<file path="config.mk">
export PLATFORM = sky130hd
export DESIGN_NAME = bdctl_board_control
export DESIGN_NICKNAME = d
export VERILOG_FILES = /design/src/rtl/bdctl_pkg.sv /design/src/rtl/bdctl_board_control.sv
export VERILOG_INCLUDE_DIRS = /design/src /design/src/rtl
export SDC_FILE = /design/constraint.sdc
export NUM_CORES = 1
export LEC_CHECK = 0
export ABC_AREA = 1
export BUFFER_PORTS_ARGS = -buffer_cell sky130_fd_sc_hd__buf_2
export CAP_MARGIN = 25
export CORE_ASPECT_RATIO = 2
export CORE_UTILIZATION = 55
export CTS_CLUSTER_DIAMETER = 100
export DETAILED_ROUTE_END_ITERATION = 10
export GPL_ROUTABILITY_DRIVEN = 0
export PLACE_DENSITY = 0.76
export RECOVER_POWER = 25
export SETUP_SLACK_MARGIN = 0.02
export SLEW_MARGIN = 20
export SYNTH_ARGS = -nofsm -noshare
export SYNTH_HDL_FRONTEND = slang
export SYNTH_SLANG_ARGS = --single-unit
</file>
<file path="constraint.sdc">
create_clock -name aclk -period 2.04 [get_ports aclk]
set_input_delay 0.102 -clock aclk [delete_from_list [all_inputs] [get_ports aclk]]
set_output_delay 0.102 -clock aclk [all_outputs]
set_load 0.03 [all_outputs]
</file>
<file path="src/rtl/bdctl_params.svh">
// register offsets, field positions and reset values of the board control block
`ifndef BDCTL_PARAMS_SVH
`define BDCTL_PARAMS_SVH

`define BDCTL_ADDR_W         8
`define BDCTL_OFF_CTRL       8'h00
`define BDCTL_OFF_STATUS     8'h04
`define BDCTL_OFF_OVR_EN     8'h08
`define BDCTL_OFF_OVR_VAL    8'h0C
`define BDCTL_CTRL_W         17
`define BDCTL_STATUS_W       4
`define BDCTL_OVR_EN_W       17
`define BDCTL_OVR_VAL_W      16
// control word reset: bits 2,1,13,9,11,15,6 set; all others clear
`define BDCTL_CTRL_RST       17'h0AA46
`define BDCTL_OVR_EN_RST     17'h00000
`define BDCTL_OVR_VAL_RST    16'h0000
`define BDCTL_B_CORE_EN      1
`define BDCTL_B_CLK_A_EN     2
`define BDCTL_B_SYNTH_EN     3
`define BDCTL_B_BUFSEL_LO    4
`define BDCTL_B_BUFSEL_HI    5
`define BDCTL_B_TCLK_RST     6
`define BDCTL_B_CABLE_CLK_EN 7
`define BDCTL_B_CABLE_SEL    8
`define BDCTL_B_GEN_A_RST    9
`define BDCTL_B_GEN_A_OD     10
`define BDCTL_B_GEN_B_RST    11
`define BDCTL_B_GEN_B_OD     12
`define BDCTL_B_JC_RST       13
`define BDCTL_B_JC_OD        14
`define BDCTL_B_USB2_RST     15
`define BDCTL_B_USBMUX_RST   16
`define BDCTL_B_CABLE_OVR    16
`define BDCTL_ST_SYNTH_IRQ   0
`define BDCTL_ST_TCLK_LOL    1
`define BDCTL_ST_JC_IRQ      2
`define BDCTL_ST_JC_LOL      3
`define BDCTL_RESP_OKAY      2'h0
`define BDCTL_RESP_SLVERR    2'h2

`endif

</file>
<file path="src/rtl/bdctl_pkg.sv">
// types shared by the board control block
package bdctl_pkg;
  // clock device control outputs, grouped
  typedef struct packed {
    logic clock_bus_enable_a;
    logic clock_bus_enable_b;
    logic core_regulator_bus_enable;
    logic synth_bus_enable;
    logic jitter_cleaner_reset_n;
    logic jitter_cleaner_output_disable;
    logic clock_gen_a_reset_n;
    logic clock_gen_a_output_disable;
    logic clock_gen_b_reset_n;
    logic clock_gen_b_output_disable;
    logic timing_clock_reset_n;
  } bdctl_clk_ctl_t;

  // raw status inputs from clock devices
  typedef struct packed {
    logic jitter_cleaner_lock_lost;
    logic jitter_cleaner_irq_n;
    logic timing_clock_lock_lost;
    logic synth_irq_n;
  } bdctl_clk_stat_t;

  // write channel sequencer states
  typedef enum logic [1:0] {
    BDCTL_W_IDLE = 2'b00,
    BDCTL_W_RESP = 2'b01
  } bdctl_wstate_t;
endpackage : bdctl_pkg

</file>
<file path="src/rtl/bdctl_board_control.sv">
// board control outputs: enables, disables, timing clock and usb resets safe before power good, other device resets safe in global reset; software words otherwise
`timescale 1ns/1ps
`include "bdctl_params.svh"

module bdctl_board_control
  import bdctl_pkg::*;
#(
  parameter int FILT_CYCLES = 20000  // pushbutton settle time in clocks (1 ms at 20 MHz)
) (
  // clock and reset
  input  wire logic                    aclk,
  input  wire logic                    aresetn,
  // axi4-lite write address and data
  input  wire logic [7:0]              s_axi_awaddr,
  input  wire logic                    s_axi_awvalid,
  output logic                         s_axi_awready,
  input  wire logic [31:0]             s_axi_wdata,
  input  wire logic [3:0]              s_axi_wstrb,
  input  wire logic                    s_axi_wvalid,
  output logic                         s_axi_wready,
  output logic [1:0]                   s_axi_bresp,
  output logic                         s_axi_bvalid,
  input  wire logic                    s_axi_bready,
  // axi4-lite read
  input  wire logic [7:0]              s_axi_araddr,
  input  wire logic                    s_axi_arvalid,
  output logic                         s_axi_arready,
  output logic [31:0]                  s_axi_rdata,
  output logic [1:0]                   s_axi_rresp,
  output logic                         s_axi_rvalid,
  input  wire logic                    s_axi_rready,
  // board state
  input  wire logic                    power_good,
  input  wire logic                    global_reset_n,
  // clock devices
  output bdctl_clk_ctl_t               clk_ctl,
  input  wire bdctl_clk_stat_t         clk_stat,
  output logic [1:0]                   clock_buffer_input_select,
  output logic                         clock_buffer_input_select_2_o,
  output logic                         clock_buffer_input_select_2_oe,
  // misc board outputs
  output logic                         memory_module_io_enable,
  output logic                         usb2_phy_reset_n,
  output logic                         usb_mux_reset,
  output logic                         cable_clock_enable_n,
  output logic                         cable_clock_select,
  input  wire logic                    cable_clock_select_switch,
  // route selection
  input  wire logic [15:0]             route_switches,
  output logic [15:0]                  route_select_line,
  // pushbuttons, pcie resets and switches toward the main fpga
  input  wire logic [1:0]              user_pushbutton,
  input  wire logic                    root_port_mode,
  input  wire logic                    cable_port_pcie_reset,
  input  wire logic                    slot_a_pcie_reset,
  input  wire logic                    slot_b_pcie_reset,
  input  wire logic                    system_switch_three,
  output logic [12:0]                  fabric_general_line
);

  // two-stage synchronisers for every pin input
  localparam int SYNC_W = 2 + 4 + 1 + 16 + 2 + 5;
  logic [SYNC_W-1:0] sync1_q;
  logic [SYNC_W-1:0] sync2_q;
  wire  [SYNC_W-1:0] pins_raw = {power_good, global_reset_n, clk_stat, cable_clock_select_switch,
                                 route_switches, user_pushbutton, root_port_mode,
                                 cable_port_pcie_reset, slot_a_pcie_reset, slot_b_pcie_reset,
                                 system_switch_three};
  always_ff @(posedge aclk) begin
    if (!aresetn) begin
      sync1_q <= '0;
      sync2_q <= '0;
    end else begin
      sync1_q <= pins_raw;
      sync2_q <= sync1_q;
    end
  end

  wire             pgood_s  = sync2_q[SYNC_W-1];
  wire             grst_n_s = sync2_q[SYNC_W-2];
  bdctl_clk_stat_t stat_s;
  assign stat_s = sync2_q[SYNC_W-3 -: 4];
  wire             csel_sw_s = sync2_q[23];
  wire [15:0]      route_sw_s = sync2_q[22:7];
  wire [1:0]       pb_s       = sync2_q[6:5];
  wire             rp_mode_s  = sync2_q[4];
  wire [2:0]       perst_s    = {sync2_q[1], sync2_q[2], sync2_q[3]};  // [0] cable, [1] slot a, [2] slot b
  wire             sw3_s      = sync2_q[0];

  // software registers
  logic [`BDCTL_CTRL_W-1:0]    ctrl_q;
  logic [`BDCTL_OVR_EN_W-1:0]  ovr_en_q;
  logic [`BDCTL_OVR_VAL_W-1:0] ovr_val_q;
  logic [`BDCTL_STATUS_W-1:0]  status_q;

  // axi write: take address and data in either order, answer after both
  bdctl_wstate_t wstate_q;
  logic          aw_held_q;
  logic          w_held_q;
  logic [7:0]    awaddr_q;
  logic [31:0]   wdata_q;
  logic [3:0]    wstrb_q;
  logic [1:0]    bresp_q;
  assign s_axi_awready = (wstate_q == BDCTL_W_IDLE) && !aw_held_q;
  assign s_axi_wready  = (wstate_q == BDCTL_W_IDLE) && !w_held_q;
  assign s_axi_bvalid  = (wstate_q == BDCTL_W_RESP);
  assign s_axi_bresp   = bresp_q;

  wire        aw_have = aw_held_q || (s_axi_awvalid && s_axi_awready);
  wire        w_have  = w_held_q || (s_axi_wvalid && s_axi_wready);
  wire [7:0]  wa      = aw_held_q ? awaddr_q : s_axi_awaddr;
  wire [31:0] wd      = w_held_q ? wdata_q : s_axi_wdata;
  wire [3:0]  ws      = w_held_q ? wstrb_q : s_axi_wstrb;
  wire        do_wr   = (wstate_q == BDCTL_W_IDLE) && aw_have && w_have;

  // byte-lane merge, used for each writable register
  function automatic logic [31:0] bdctl_merge(input logic [31:0] old_v, input logic [31:0] new_v,
                                              input logic [3:0] strb);
    logic [31:0] r;
    r = old_v;
    for (int i = 0; i < 4; i++) begin
      if (strb[i]) r[8*i +: 8] = new_v[8*i +: 8];
    end
    return r;
  endfunction : bdctl_merge

  function automatic logic bdctl_mapped(input logic [7:0] a);
    return (a == `BDCTL_OFF_CTRL) || (a == `BDCTL_OFF_STATUS) ||
           (a == `BDCTL_OFF_OVR_EN) || (a == `BDCTL_OFF_OVR_VAL);
  endfunction : bdctl_mapped

  wire wr_ctrl = do_wr && (wa == `BDCTL_OFF_CTRL);
  wire wr_oen  = do_wr && (wa == `BDCTL_OFF_OVR_EN);
  wire wr_ovl  = do_wr && (wa == `BDCTL_OFF_OVR_VAL);
  wire [31:0] ctrl_m = bdctl_merge({15'h0000, ctrl_q}, wd, ws);
  wire [31:0] oen_m  = bdctl_merge({15'h0000, ovr_en_q}, wd, ws);
  wire [31:0] ovl_m  = bdctl_merge({16'h0000, ovr_val_q}, wd, ws);

  // write sequencer and capture of early halves
  always_ff @(posedge aclk) begin
    if (!aresetn) begin
      wstate_q  <= BDCTL_W_IDLE;
      aw_held_q <= 1'b0;
      w_held_q  <= 1'b0;
      awaddr_q  <= 8'h00;
      wdata_q   <= 32'h00000000;
      wstrb_q   <= 4'h0;
      bresp_q   <= `BDCTL_RESP_OKAY;
    end else begin
      case (wstate_q)
        BDCTL_W_IDLE: begin
          if (do_wr) begin
            wstate_q  <= BDCTL_W_RESP;
            aw_held_q <= 1'b0;
            w_held_q  <= 1'b0;
            bresp_q   <= (bdctl_mapped(wa) && wa != `BDCTL_OFF_STATUS) ? `BDCTL_RESP_OKAY
                                                                       : `BDCTL_RESP_SLVERR;
          end else begin
            if (s_axi_awvalid && s_axi_awready) begin
              aw_held_q <= 1'b1;
              awaddr_q  <= s_axi_awaddr;
            end
            if (s_axi_wvalid && s_axi_wready) begin
              w_held_q <= 1'b1;
              wdata_q  <= s_axi_wdata;
              wstrb_q  <= s_axi_wstrb;
            end
          end
        end
        BDCTL_W_RESP: begin
          if (s_axi_bready) wstate_q <= BDCTL_W_IDLE;
        end
        default: wstate_q <= BDCTL_W_IDLE;
      endcase
    end
  end

  // software words; defaults load at reset so outputs start at their default levels
  always_ff @(posedge aclk) begin
    if (!aresetn) begin
      ctrl_q    <= `BDCTL_CTRL_RST;
      ovr_en_q  <= `BDCTL_OVR_EN_RST;
      ovr_val_q <= `BDCTL_OVR_VAL_RST;
    end else begin
      if (wr_ctrl) ctrl_q <= ctrl_m[`BDCTL_CTRL_W-1:0];
      if (wr_oen)  ovr_en_q <= oen_m[`BDCTL_OVR_EN_W-1:0];
      if (wr_ovl)  ovr_val_q <= ovl_m[`BDCTL_OVR_VAL_W-1:0];
    end
  end

  // status word samples the synchronised device pins every clock, no latching
  always_ff @(posedge aclk) begin
    if (!aresetn) begin
      status_q <= 4'h0;
    end else begin
      status_q[`BDCTL_ST_JC_LOL]    <= stat_s.jitter_cleaner_lock_lost;
      status_q[`BDCTL_ST_JC_IRQ]    <= stat_s.jitter_cleaner_irq_n;
      status_q[`BDCTL_ST_TCLK_LOL]  <= stat_s.timing_clock_lock_lost;
      status_q[`BDCTL_ST_SYNTH_IRQ] <= stat_s.synth_irq_n;
    end
  end

  // axi read: one outstanding, data registered with valid
  logic        rvalid_q;
  logic [31:0] rdata_q;
  logic [1:0]  rresp_q;
  assign s_axi_arready = !rvalid_q;
  assign s_axi_rvalid  = rvalid_q;
  assign s_axi_rdata   = rdata_q;
  assign s_axi_rresp   = rresp_q;
  wire [31:0] rd_mux = (s_axi_araddr == `BDCTL_OFF_CTRL)    ? {15'h0000, ctrl_q} :
                       (s_axi_araddr == `BDCTL_OFF_STATUS)  ? {28'h0000000, status_q} :
                       (s_axi_araddr == `BDCTL_OFF_OVR_EN)  ? {15'h0000, ovr_en_q} :
                       (s_axi_araddr == `BDCTL_OFF_OVR_VAL) ? {16'h0000, ovr_val_q} : 32'h00000000;
  always_ff @(posedge aclk) begin
    if (!aresetn) begin
      rvalid_q <= 1'b0;
      rdata_q  <= 32'h00000000;
      rresp_q  <= `BDCTL_RESP_OKAY;
    end else if (s_axi_arvalid && !rvalid_q) begin
      rvalid_q <= 1'b1;
      rdata_q  <= rd_mux;
      rresp_q  <= bdctl_mapped(s_axi_araddr) ? `BDCTL_RESP_OKAY : `BDCTL_RESP_SLVERR;
    end else if (s_axi_rready) begin
      rvalid_q <= 1'b0;
    end
  end

  // board outputs, registered: enables, disables, timing clock and usb resets safe until power good, other resets in global reset; selects, route lines not gated
  bdctl_clk_ctl_t clk_ctl_q;
  logic           memio_q;
  logic           usb2_q;
  logic           usbmux_q;
  logic           cclk_en_n_q;
  logic           cclk_sel_q;
  logic [1:0]     bufsel_q;
  logic [15:0]    route_q;
  wire  [15:0]    route_d;

  // per-line choice between software override and switch
  genvar gi;
  generate
    for (gi = 0; gi < 16; gi++) begin : g_route
      assign route_d[gi] = ovr_en_q[gi] ? ovr_val_q[gi] : route_sw_s[gi];
    end
  endgenerate

  always_ff @(posedge aclk) begin
    if (!aresetn) begin
      clk_ctl_q   <= '0;
      clk_ctl_q.jitter_cleaner_output_disable <= 1'b1;
      clk_ctl_q.clock_gen_a_output_disable    <= 1'b1;
      clk_ctl_q.clock_gen_b_output_disable    <= 1'b1;
      memio_q     <= 1'b0;
      usb2_q      <= 1'b0;
      usbmux_q    <= 1'b1;
      cclk_en_n_q <= 1'b1;
      cclk_sel_q  <= 1'b0;
      bufsel_q    <= 2'b00;
      route_q     <= 16'h0000;
    end else begin
      clk_ctl_q.clock_bus_enable_a <= pgood_s & ctrl_q[`BDCTL_B_CLK_A_EN];
      clk_ctl_q.clock_bus_enable_b <= 1'b0;
      clk_ctl_q.core_regulator_bus_enable <= pgood_s & ctrl_q[`BDCTL_B_CORE_EN];
      clk_ctl_q.synth_bus_enable <= pgood_s & ctrl_q[`BDCTL_B_SYNTH_EN];
      clk_ctl_q.jitter_cleaner_reset_n <= grst_n_s & ctrl_q[`BDCTL_B_JC_RST];
      clk_ctl_q.jitter_cleaner_output_disable <= !pgood_s | ctrl_q[`BDCTL_B_JC_OD];
      clk_ctl_q.clock_gen_a_reset_n <= grst_n_s & ctrl_q[`BDCTL_B_GEN_A_RST];
      clk_ctl_q.clock_gen_a_output_disable <= !pgood_s | ctrl_q[`BDCTL_B_GEN_A_OD];
      clk_ctl_q.clock_gen_b_reset_n <= grst_n_s & ctrl_q[`BDCTL_B_GEN_B_RST];
      clk_ctl_q.clock_gen_b_output_disable <= !pgood_s | ctrl_q[`BDCTL_B_GEN_B_OD];
      clk_ctl_q.timing_clock_reset_n <= pgood_s & ctrl_q[`BDCTL_B_TCLK_RST];
      usb2_q      <= pgood_s & ctrl_q[`BDCTL_B_USB2_RST];
      usbmux_q    <= !pgood_s | ctrl_q[`BDCTL_B_USBMUX_RST];
      cclk_en_n_q <= !pgood_s | ctrl_q[`BDCTL_B_CABLE_CLK_EN];
      memio_q     <= pgood_s;
      // no override: the select follows a board strap switch
      cclk_sel_q  <= ovr_en_q[`BDCTL_B_CABLE_OVR] ? ctrl_q[`BDCTL_B_CABLE_SEL] : csel_sw_s;
      bufsel_q    <= ctrl_q[`BDCTL_B_BUFSEL_HI:`BDCTL_B_BUFSEL_LO];
      route_q     <= route_d;
    end
  end

  assign clk_ctl                        = clk_ctl_q;
  assign memory_module_io_enable        = memio_q;
  assign usb2_phy_reset_n               = usb2_q;
  assign usb_mux_reset                  = usbmux_q;
  assign cable_clock_enable_n           = cclk_en_n_q;
  assign cable_clock_select             = cclk_sel_q;
  assign clock_buffer_input_select      = bufsel_q;
  assign clock_buffer_input_select_2_o  = 1'b0;
  assign clock_buffer_input_select_2_oe = 1'b0;
  assign route_select_line              = route_q;

  // pushbutton filter: a new level is accepted only after it holds FILT_CYCLES clocks
  logic [1:0]  pb_filt_q;
  logic [14:0] pb_cnt_q [2];
  generate
    for (gi = 0; gi < 2; gi++) begin : g_pb
      always_ff @(posedge aclk) begin
        if (!aresetn) begin
          pb_filt_q[gi] <= 1'b1;
          pb_cnt_q[gi]  <= 15'h0000;
        end else if (pb_s[gi] == pb_filt_q[gi]) begin
          pb_cnt_q[gi] <= 15'h0000;
        end else if (pb_cnt_q[gi] == 15'(FILT_CYCLES - 1)) begin
          pb_filt_q[gi] <= pb_s[gi];
          pb_cnt_q[gi]  <= 15'h0000;
        end else begin
          pb_cnt_q[gi] <= pb_cnt_q[gi] + 15'h0001;
        end
      end
    end
  endgenerate

  // fabric lines; pcie resets are passed only in root port mode, lines 6..12 read zero
  logic [12:0] fab_q;
  always_ff @(posedge aclk) begin
    if (!aresetn) begin
      fab_q <= 13'h0003;
    end else begin
      fab_q[1:0]  <= pb_filt_q;
      fab_q[4:2]  <= rp_mode_s ? perst_s : 3'b000;
      fab_q[5]    <= sw3_s;
      fab_q[12:6] <= 7'h00;
    end
  end
  assign fabric_general_line = fab_q;

  // checks
  a_clk_a_gate: assert property (@(posedge aclk) disable iff (!aresetn)
    !sync2_q[SYNC_W-1] |=> !clk_ctl.clock_bus_enable_a)
    else $error("clock bus enable A high before power good");
  a_core_en: assert property (@(posedge aclk) disable iff (!aresetn)
    $past(pgood_s) && pgood_s |-> clk_ctl.core_regulator_bus_enable == $past(ctrl_q[1]))
    else $error("core regulator enable does not follow control bit");
  a_jc_reset: assert property (@(posedge aclk) disable iff (!aresetn)
    !grst_n_s |=> !clk_ctl.jitter_cleaner_reset_n)
    else $error("jitter cleaner reset released during global reset");
  a_od_safe: assert property (@(posedge aclk) disable iff (!aresetn)
    !pgood_s |=> clk_ctl.clock_gen_a_output_disable && clk_ctl.clock_gen_b_output_disable)
    else $error("output disable low before power good");
  a_usbmux: assert property (@(posedge aclk) disable iff (!aresetn)
    !pgood_s |=> usb_mux_reset && !usb2_phy_reset_n)
    else $error("usb resets wrong before power good");
  a_route_ovr: assert property (@(posedge aclk) disable iff (!aresetn)
    ovr_en_q[0] |=> route_select_line[0] == $past(ovr_val_q[0]))
    else $error("route select 0 ignores override");
  a_route_sw: assert property (@(posedge aclk) disable iff (!aresetn)
    !ovr_en_q[15] |=> route_select_line[15] == $past(route_sw_s[15]))
    else $error("route select 15 ignores switch");
  a_stat_lol: assert property (@(posedge aclk) disable iff (!aresetn)
    stat_s.jitter_cleaner_lock_lost |=> status_q[3])
    else $error("lock lost not recorded");
  a_reserved_zero: assert property (@(posedge aclk) disable iff (!aresetn)
    ##1 fabric_general_line[12:6] == 7'h00)
    else $error("reserved fabric lines driven");
  a_memio: assert property (@(posedge aclk) disable iff (!aresetn)
    pgood_s ##1 pgood_s |-> memory_module_io_enable)
    else $error("memory io enable low after power good");
  a_ctrl_reset: assert property (@(posedge aclk) $rose(aresetn) |-> ctrl_q == `BDCTL_CTRL_RST)
    else $error("control word reset value wrong");

  c_write: cover property (@(posedge aclk) disable iff (!aresetn) wr_ctrl ##[1:4] s_axi_bvalid);
  c_read: cover property (@(posedge aclk) disable iff (!aresetn) s_axi_rvalid && s_axi_rready);
  c_override: cover property (@(posedge aclk) disable iff (!aresetn) $rose(ovr_en_q[16]));
  c_pgood: cover property (@(posedge aclk) disable iff (!aresetn) $rose(pgood_s));

endmodule : bdctl_board_control

</file>
Word-level counts from Yosys, hierarchy flattened --
Memory sizes are Yosys's and may differ from the RTL's. Index checks and enable logic that the tools add are counted.
Word-level totals: bits in registers 232, memories 1, memory bits (writable) 30, word-level logic and storage cells 193, input bits 89
Cells by class: eq/ne operators 14, reductions and logical operators 46, add/subtract/negate cells 2, multiplexer cells 64, bitwise gates (word level) 22
Memory list:
- pb_cnt_q | words 2, width 15, rd ports 2, clocked after memory_dff 0, wr ports 2, line bdctl_board_control.sv:297 | logic [14:0] pb_cnt_q [2];
Operators with widths (number):
- 15-bit two-way mux | 6
- 17-bit two-way mux | 4
- 1-bit two-way mux | 46
- 8-bit by 4-bit equality test with 1-bit output, second input constant | 4
- 15-bit by 1-bit adder with 15-bit output, second input constant | 2
- 15-bit equality test, second input constant | 2
- 2-bit AND reduction | 15
- 8-bit by 3-bit equality test with 1-bit output, second input constant | 2
- 8-bit zero test | 2
- 16-bit two-way mux | 1
- 1-bit logical AND | 11
- 1-bit bitwise OR | 11
- 1-bit AND | 8
- 1-bit logical OR | 8
- 2-bit two-way mux | 4
- 8-bit two-way mux | 1
- 8-bit by 3-bit inequality test with 1-bit output, second input constant | 1
- 3-bit AND reduction | 2
- 2-bit nonzero test | 3
- 1-bit zero test | 4
- 2-bit case mux with 2 select lines | 1
- 3-bit two-way mux | 1
- 1-bit inverter | 3
- 1-bit equality test | 2
- 4 further kinds | 4

Depth between registers and ports, before layout --
word-level depth 8, gate-level depth with buffers 12, mapped depth without buffers 10

Worst setup path after synthesis --
OpenSTA, ideal clock, no wires.
path kind register to register, from reg wstate_q[0], to reg wdata_q[10], data arrival time 1.662 ns, path slack 0.250 ns, buffers on the path 1, stages on the path, launching flop included 6, period minus slack after synthesis 1.790 ns, setup time 0.128 ns, path through dfxtp_1 -> nor2_1 -> nand2_1 -> nor2_2 -> clkbuf_1 -> a21oi_1
On the way: elaborated cells on any way between the ends 11
RTL lines:
- start: declaration | line bdctl_board_control.sv:97 | bdctl_wstate_t wstate_q;
- start signal: assignment | line bdctl_board_control.sv:142 | wstate_q <= BDCTL_W_IDLE;
- start signal: assignment | line bdctl_board_control.sv:153 | wstate_q <= BDCTL_W_RESP;
- start signal: assignment | line bdctl_board_control.sv:171 | if (s_axi_bready) wstate_q <= BDCTL_W_IDLE;
- 2-bit zero test * | line bdctl_board_control.sv:105 | assign s_axi_wready = (wstate_q == BDCTL_W_IDLE) && !w_held_q;
- 1-bit logical AND * | line bdctl_board_control.sv:105
- via s_axi_wready | line bdctl_board_control.sv:20 | output logic s_axi_wready,
- 1-bit logical AND * | line bdctl_board_control.sv:110, bdctl_board_control.sv:163
- 1-bit logical OR | line bdctl_board_control.sv:110 | wire w_have = w_held_q || (s_axi_wvalid && s_axi_wready);
- 1-bit logical AND | line bdctl_board_control.sv:114 | wire do_wr = (wstate_q == BDCTL_W_IDLE) && aw_have && w_have;
- 1-bit inverter (no source line)
- 3-bit AND reduction (no source line) *
- end signal: assignment | line bdctl_board_control.sv:165 | wdata_q <= s_axi_wdata;
- end: declaration | line bdctl_board_control.sv:101 | logic [31:0] wdata_q;
The timed path passes the listed nets; every way through them passes the cells marked *. A chain may end at the register's enable or synchronous reset.

Final worst setup path --
from reg aw_held_q, to reg ovr_en_q[12]
On the way: word-level cells in the longest chain between the ends 8, elaborated cells on any way between the ends 10
Ends and longest elaborated chain:
- start: declaration | line bdctl_board_control.sv:98 | logic aw_held_q;
- start signal: assignment | line bdctl_board_control.sv:143 | aw_held_q <= 1'b0;
- start signal: assignment | line bdctl_board_control.sv:154 | aw_held_q <= 1'b0;
- start signal: assignment | line bdctl_board_control.sv:160 | aw_held_q <= 1'b1;
- 1-bit zero test | line bdctl_board_control.sv:104 | assign s_axi_awready = (wstate_q == BDCTL_W_IDLE) && !aw_held_q;
- 1-bit logical AND | line bdctl_board_control.sv:104
- 1-bit logical AND | line bdctl_board_control.sv:109 | wire aw_have = aw_held_q || (s_axi_awvalid && s_axi_awready);
- 1-bit logical OR | line bdctl_board_control.sv:109
- 1-bit logical AND (2 in series) | line bdctl_board_control.sv:114
- 1-bit logical AND * | line bdctl_board_control.sv:133 | wire wr_oen = do_wr && (wa == `BDCTL_OFF_OVR_EN);
- 2-bit AND reduction (no source line) *
- end signal: assignment | line bdctl_board_control.sv:182 | ovr_en_q <= `BDCTL_OVR_EN_RST;
- end signal: assignment | line bdctl_board_control.sv:186 | if (wr_oen) ovr_en_q <= oen_m[`BDCTL_OVR_EN_W-1:0];
- end: declaration | line bdctl_board_control.sv:92 | logic [`BDCTL_OVR_EN_W-1:0] ovr_en_q;
Mark *: on every way between the ends. The rest lies on a longest branch, timed or not.

==> flow_summary.yaml <==
status:
  outcome: "finished, final reports clean"
clocking:
  htree_levels: 1
  cts.path.max_buffers: 3
  insertion_delay_ps: 490
  number_of_clock_sinks_seen_by_cts: 236
  path_clk_slew_ps: 70
  tritoncts.num_buffers: 20
  tritoncts: "done"
  clk_root_buffer_cell: "sky130_fd_sc_hd__clkbuf_16"
setup_path:
  timing.critical_path.required_ps: 2430
  slowest_delay_ps: 500
  critical_path.top_delay_family: "simple AND/OR/NAND/NOR gates"
  r2r_setup_slack_ps: 190
  critical_path.endpoint_type: "flip-flop"
  cp.buffers_inverters: 1
  slowest_stage: "sky130_fd_sc_hd__dfxtp_1"
  critical_path_arrival_ps: 2240
  critical_path_class: "flip-flop to flip-flop"
  critPathMaxFanout: 10
  crit_chain: "o21ai_1 -> nor2_1 -> buf_4 -> nand2_1 -> nor2_4 -> nand3_1 -> nand2_1 -> nor2_1"
  worst_setup_path_start_kind: "flip-flop"
layout:
  core_util_final_pct: 69.60
  areaGrowthSynthToFinish_pct: 23.66
  drive_above_1_share_pct: 14.76
  antenna-diode-count: 0
  nets: 1596
  finish.instance_area_mm2: 0.01202
  num-fill-cells: 1461
  non_filler_cells_in_the_finished_layout: 1728
power_and_ir_drop:
  power.clock.fraction_pct: 38.2
  netSwitchingPower_uw: 2596
  switch_share_pct: 25.61
  vdd_ir_drop_max_mv: 0.6815
  p_int_uw: 7542
  power.density_cell_area_mw_per_mm2: 843.4
  static-leakage-power_uw: 0.006092
  seq_power_share_pct: 49.7
  pwr-share-comb_pct: 12.0
sta:
  grt_setup_unrepaired: "false"
  clock-skew-final_ps: 8.254
  timing.setup.tns_ps: 0
  period_needed_ps: 1847
  layout_worst_path_cycle_share_pct: 90.53
  timing.final.setup_violations: 0
  timing_hold_violations_final: 0
  timing_max_transition_violations_final: 0
  timing.fmax_mhz: 541.5
  worst_slew_pin_slew_ps: 914.3
  timing.slew.headroom_pct: 39.05
floorplanning:
  placement_rows: 68
  design.portCount: 179
  die-width_um: 96.01
  die_height_um: 190.0
  initial_utilization_pct: 56.28
  core_mm2: 0.01727
  floorplan.die_area_mm2: 0.01824
synth:
  synth_cell_type_count: 41
  synth-main-ff-cell: "sky130_fd_sc_hd__dfxtp_1"
  most_repeated_cell_in_the_gate_level_netlist_after_synthesis: "sky130_fd_sc_hd__nand2_1"
  synth.yosys.warnings: 0
  ys_seq_elements: 236
  post-synth-top-area-cell: "sky130_fd_sc_hd__dfxtp_1"
  syn_inst: 1271
  netlist_top_cells_count: "sky130_fd_sc_hd__nand2_1 (261), sky130_fd_sc_hd__dfxtp_1 (206), sky130_fd_sc_hd__inv_1 (199), sky130_fd_sc_hd__nor2_1 (187), sky130_fd_sc_hd__o21ai_0 (100)"
  post-synth-top-area-fraction_pct: 42.43
  synth_edf_count: 30
  sequential_share_of_the_synthesized_area_pct: 51.69
  synth_async_sr_flop_share_pct: 0
  post_synth_main_area_contributors: "sky130_fd_sc_hd__dfxtp_1 (42%), sky130_fd_sc_hd__nand2_1 (10%), sky130_fd_sc_hd__edfxtp_1 (9.3%), sky130_fd_sc_hd__inv_1 (7.7%), sky130_fd_sc_hd__nor2_1 (7.2%)"
  post_syn_area_mm2: 0.009721
  postSynthAreaPerCell_um2: 7.648
drt:
  vias_cell: 4.972
  totalWireLength_mm: 24.42
  route.detailed.wl_per_inst_um: 14.13
  remaining_drc_errors: 0
  detail_route.iter0.violations: 374
  ant_nets: 0
  route.vias.total: 8592
  detailedRoute.firstPassIterationCount: 5
placement:
  post-place-cells: 1626
  place_hpwl_mm: 17.17
  detailed_place.area_mm2: 0.01067
  port_buffers: 135
run:
  drv.max_cap_violation_count: 0
min_path:
  worst_hold_path_type: "input pin to flip-flop"
global_route:
  grt_overflow_total: 0
  grt_pass1_wl_mm: 37.96
  grt_start_max_net_pins: 117
  grt_antenna_before_repair: 0
  first_global_vias: 8213
  grtUsageTotal_pct: 26.90
==> flip-flops by register name, summed over array words and instances (netlist names), 2 cells and up <==
signal	count
status_q	4
awaddr_q	8
wdata_q	17
clock_buffer_input_select	2
sync2_q	30
wstrb_q	3
ctrl_q	17
fabric_general_line	6
ovr_val_q	16
s_axi_rdata	17
pb_filt_q	2
ovr_en_q	17
route_select_line	16
sync1_q	30
clk_ctl	10
pb_cnt_q	30
==> area by class of cell <==
type                       instances  area (um2)  share of cell area, %
tap                              210       262.8                  2.186
timing repair buffer             233        1582                  13.16
inverter                         208       787.0                  6.547
clock buffer                      26       595.6                  4.955
sequential                       236        5025                  41.80
clock inverter                     9       76.32                 0.6350
multi-input combinational        806        3692                  30.72
==> per-stage QoR <==
step	worst slack [ps]	power, uW	hold WS [ps]
6_report	193.2	10140	71.99
4_1_cts	90.76	10170	74.07
5_1_grt	15.60	10500	132.3
2_1_floorplan	250.0	5915	199.6
3_3_place_gp	146.1	6218	281.3
3_5_place_dp	114.1	6246	287.3
==> tightest hold or removal path: stages <==
cell and delay, ps:
sky130_fd_sc_hd__buf_2 70, sky130_fd_sc_hd__nand2_1 60, sky130_fd_sc_hd__buf_4 170, sky130_fd_sc_hd__nand2_1 60, sky130_fd_sc_hd__a21oi_1 50
==> cell usage in the layout, fill, tap and decap left out, drive strengths merged <==
master and instances:
nand3b 2, or2 10, nor3 18, nor4 2, clkbuf 42, clkinvlp 3
clkinv 6, nand4 21, nand3 37, o21a 1, ha 2, xor2 8
o21ai 109, nand2 265, a211oi 2, conb 57, a21oi 59, edfxtp 30
inv 207, xnor2 1, o211ai 5, buf 150, bufinv 1, o22ai 12
a31oi 1, dfxtp 206, dlygate4sd3 67, nor3b 1, nor2 192, a21o 1
==> final timing paths <==
path | from | end | depth (start not counted)
max reg2reg | aw_held_q | ovr_en_q[12] | 8
max | aw_held_q | ovr_en_q[12] | 8
min reg2reg | sync2_q[3] | fabric_general_line[2] | 2
min | s_axi_arvalid | s_axi_rdata[2] | 5
==> routing by layer <==
layer	routed length, um	part of all wire (%)	GRT usage [%]
met4	1241	5.1	14.75
met3	1054	4.3	3.757
met5	0	0	0
met2	13640	56	52.05
met1	8487	35	25.85
==> repair_timing <==
item / CTS / global route
gates resized for setup: 0 / 8
hold buffers: 67 / 0
endpoints found under the hold margin: 64 / 0
endpoints found under the setup margin: 0 / 28
setup buffers: 0 / 0
==> kinds of logic after synthesis <==
| kind of cell | share of synthesized area, % |
|---|---|
| adders and majority gates | 0.2574 |
| DFF | 51.69 |
| AOI/OAI and AO/OA | 10.37 |
| xor gates and xnor gates | 0.8110 |
| and+or+nand+nor | 24.01 |
| buffers and inverters | 12.78 |
| other | 0.07726 |
==> power by group through the flow <==
| stage | Clock [uW] | Sequential (uW) | Combinational [uW] |
|---|---|---|---|
| 4_1_cts | 3920 | 5040 | 1210 |
| 3_3_place_gp | 0 | 5140 | 1080 |
| 2_1_floorplan | 0 | 5200 | 718 |
| 5_1_grt | 4090 | 5060 | 1350 |
| 6_report | 3870 | 5040 | 1220 |
| 3_5_place_dp | 0 | 5150 | 1100 |
(Power assumes the default switching activity.)
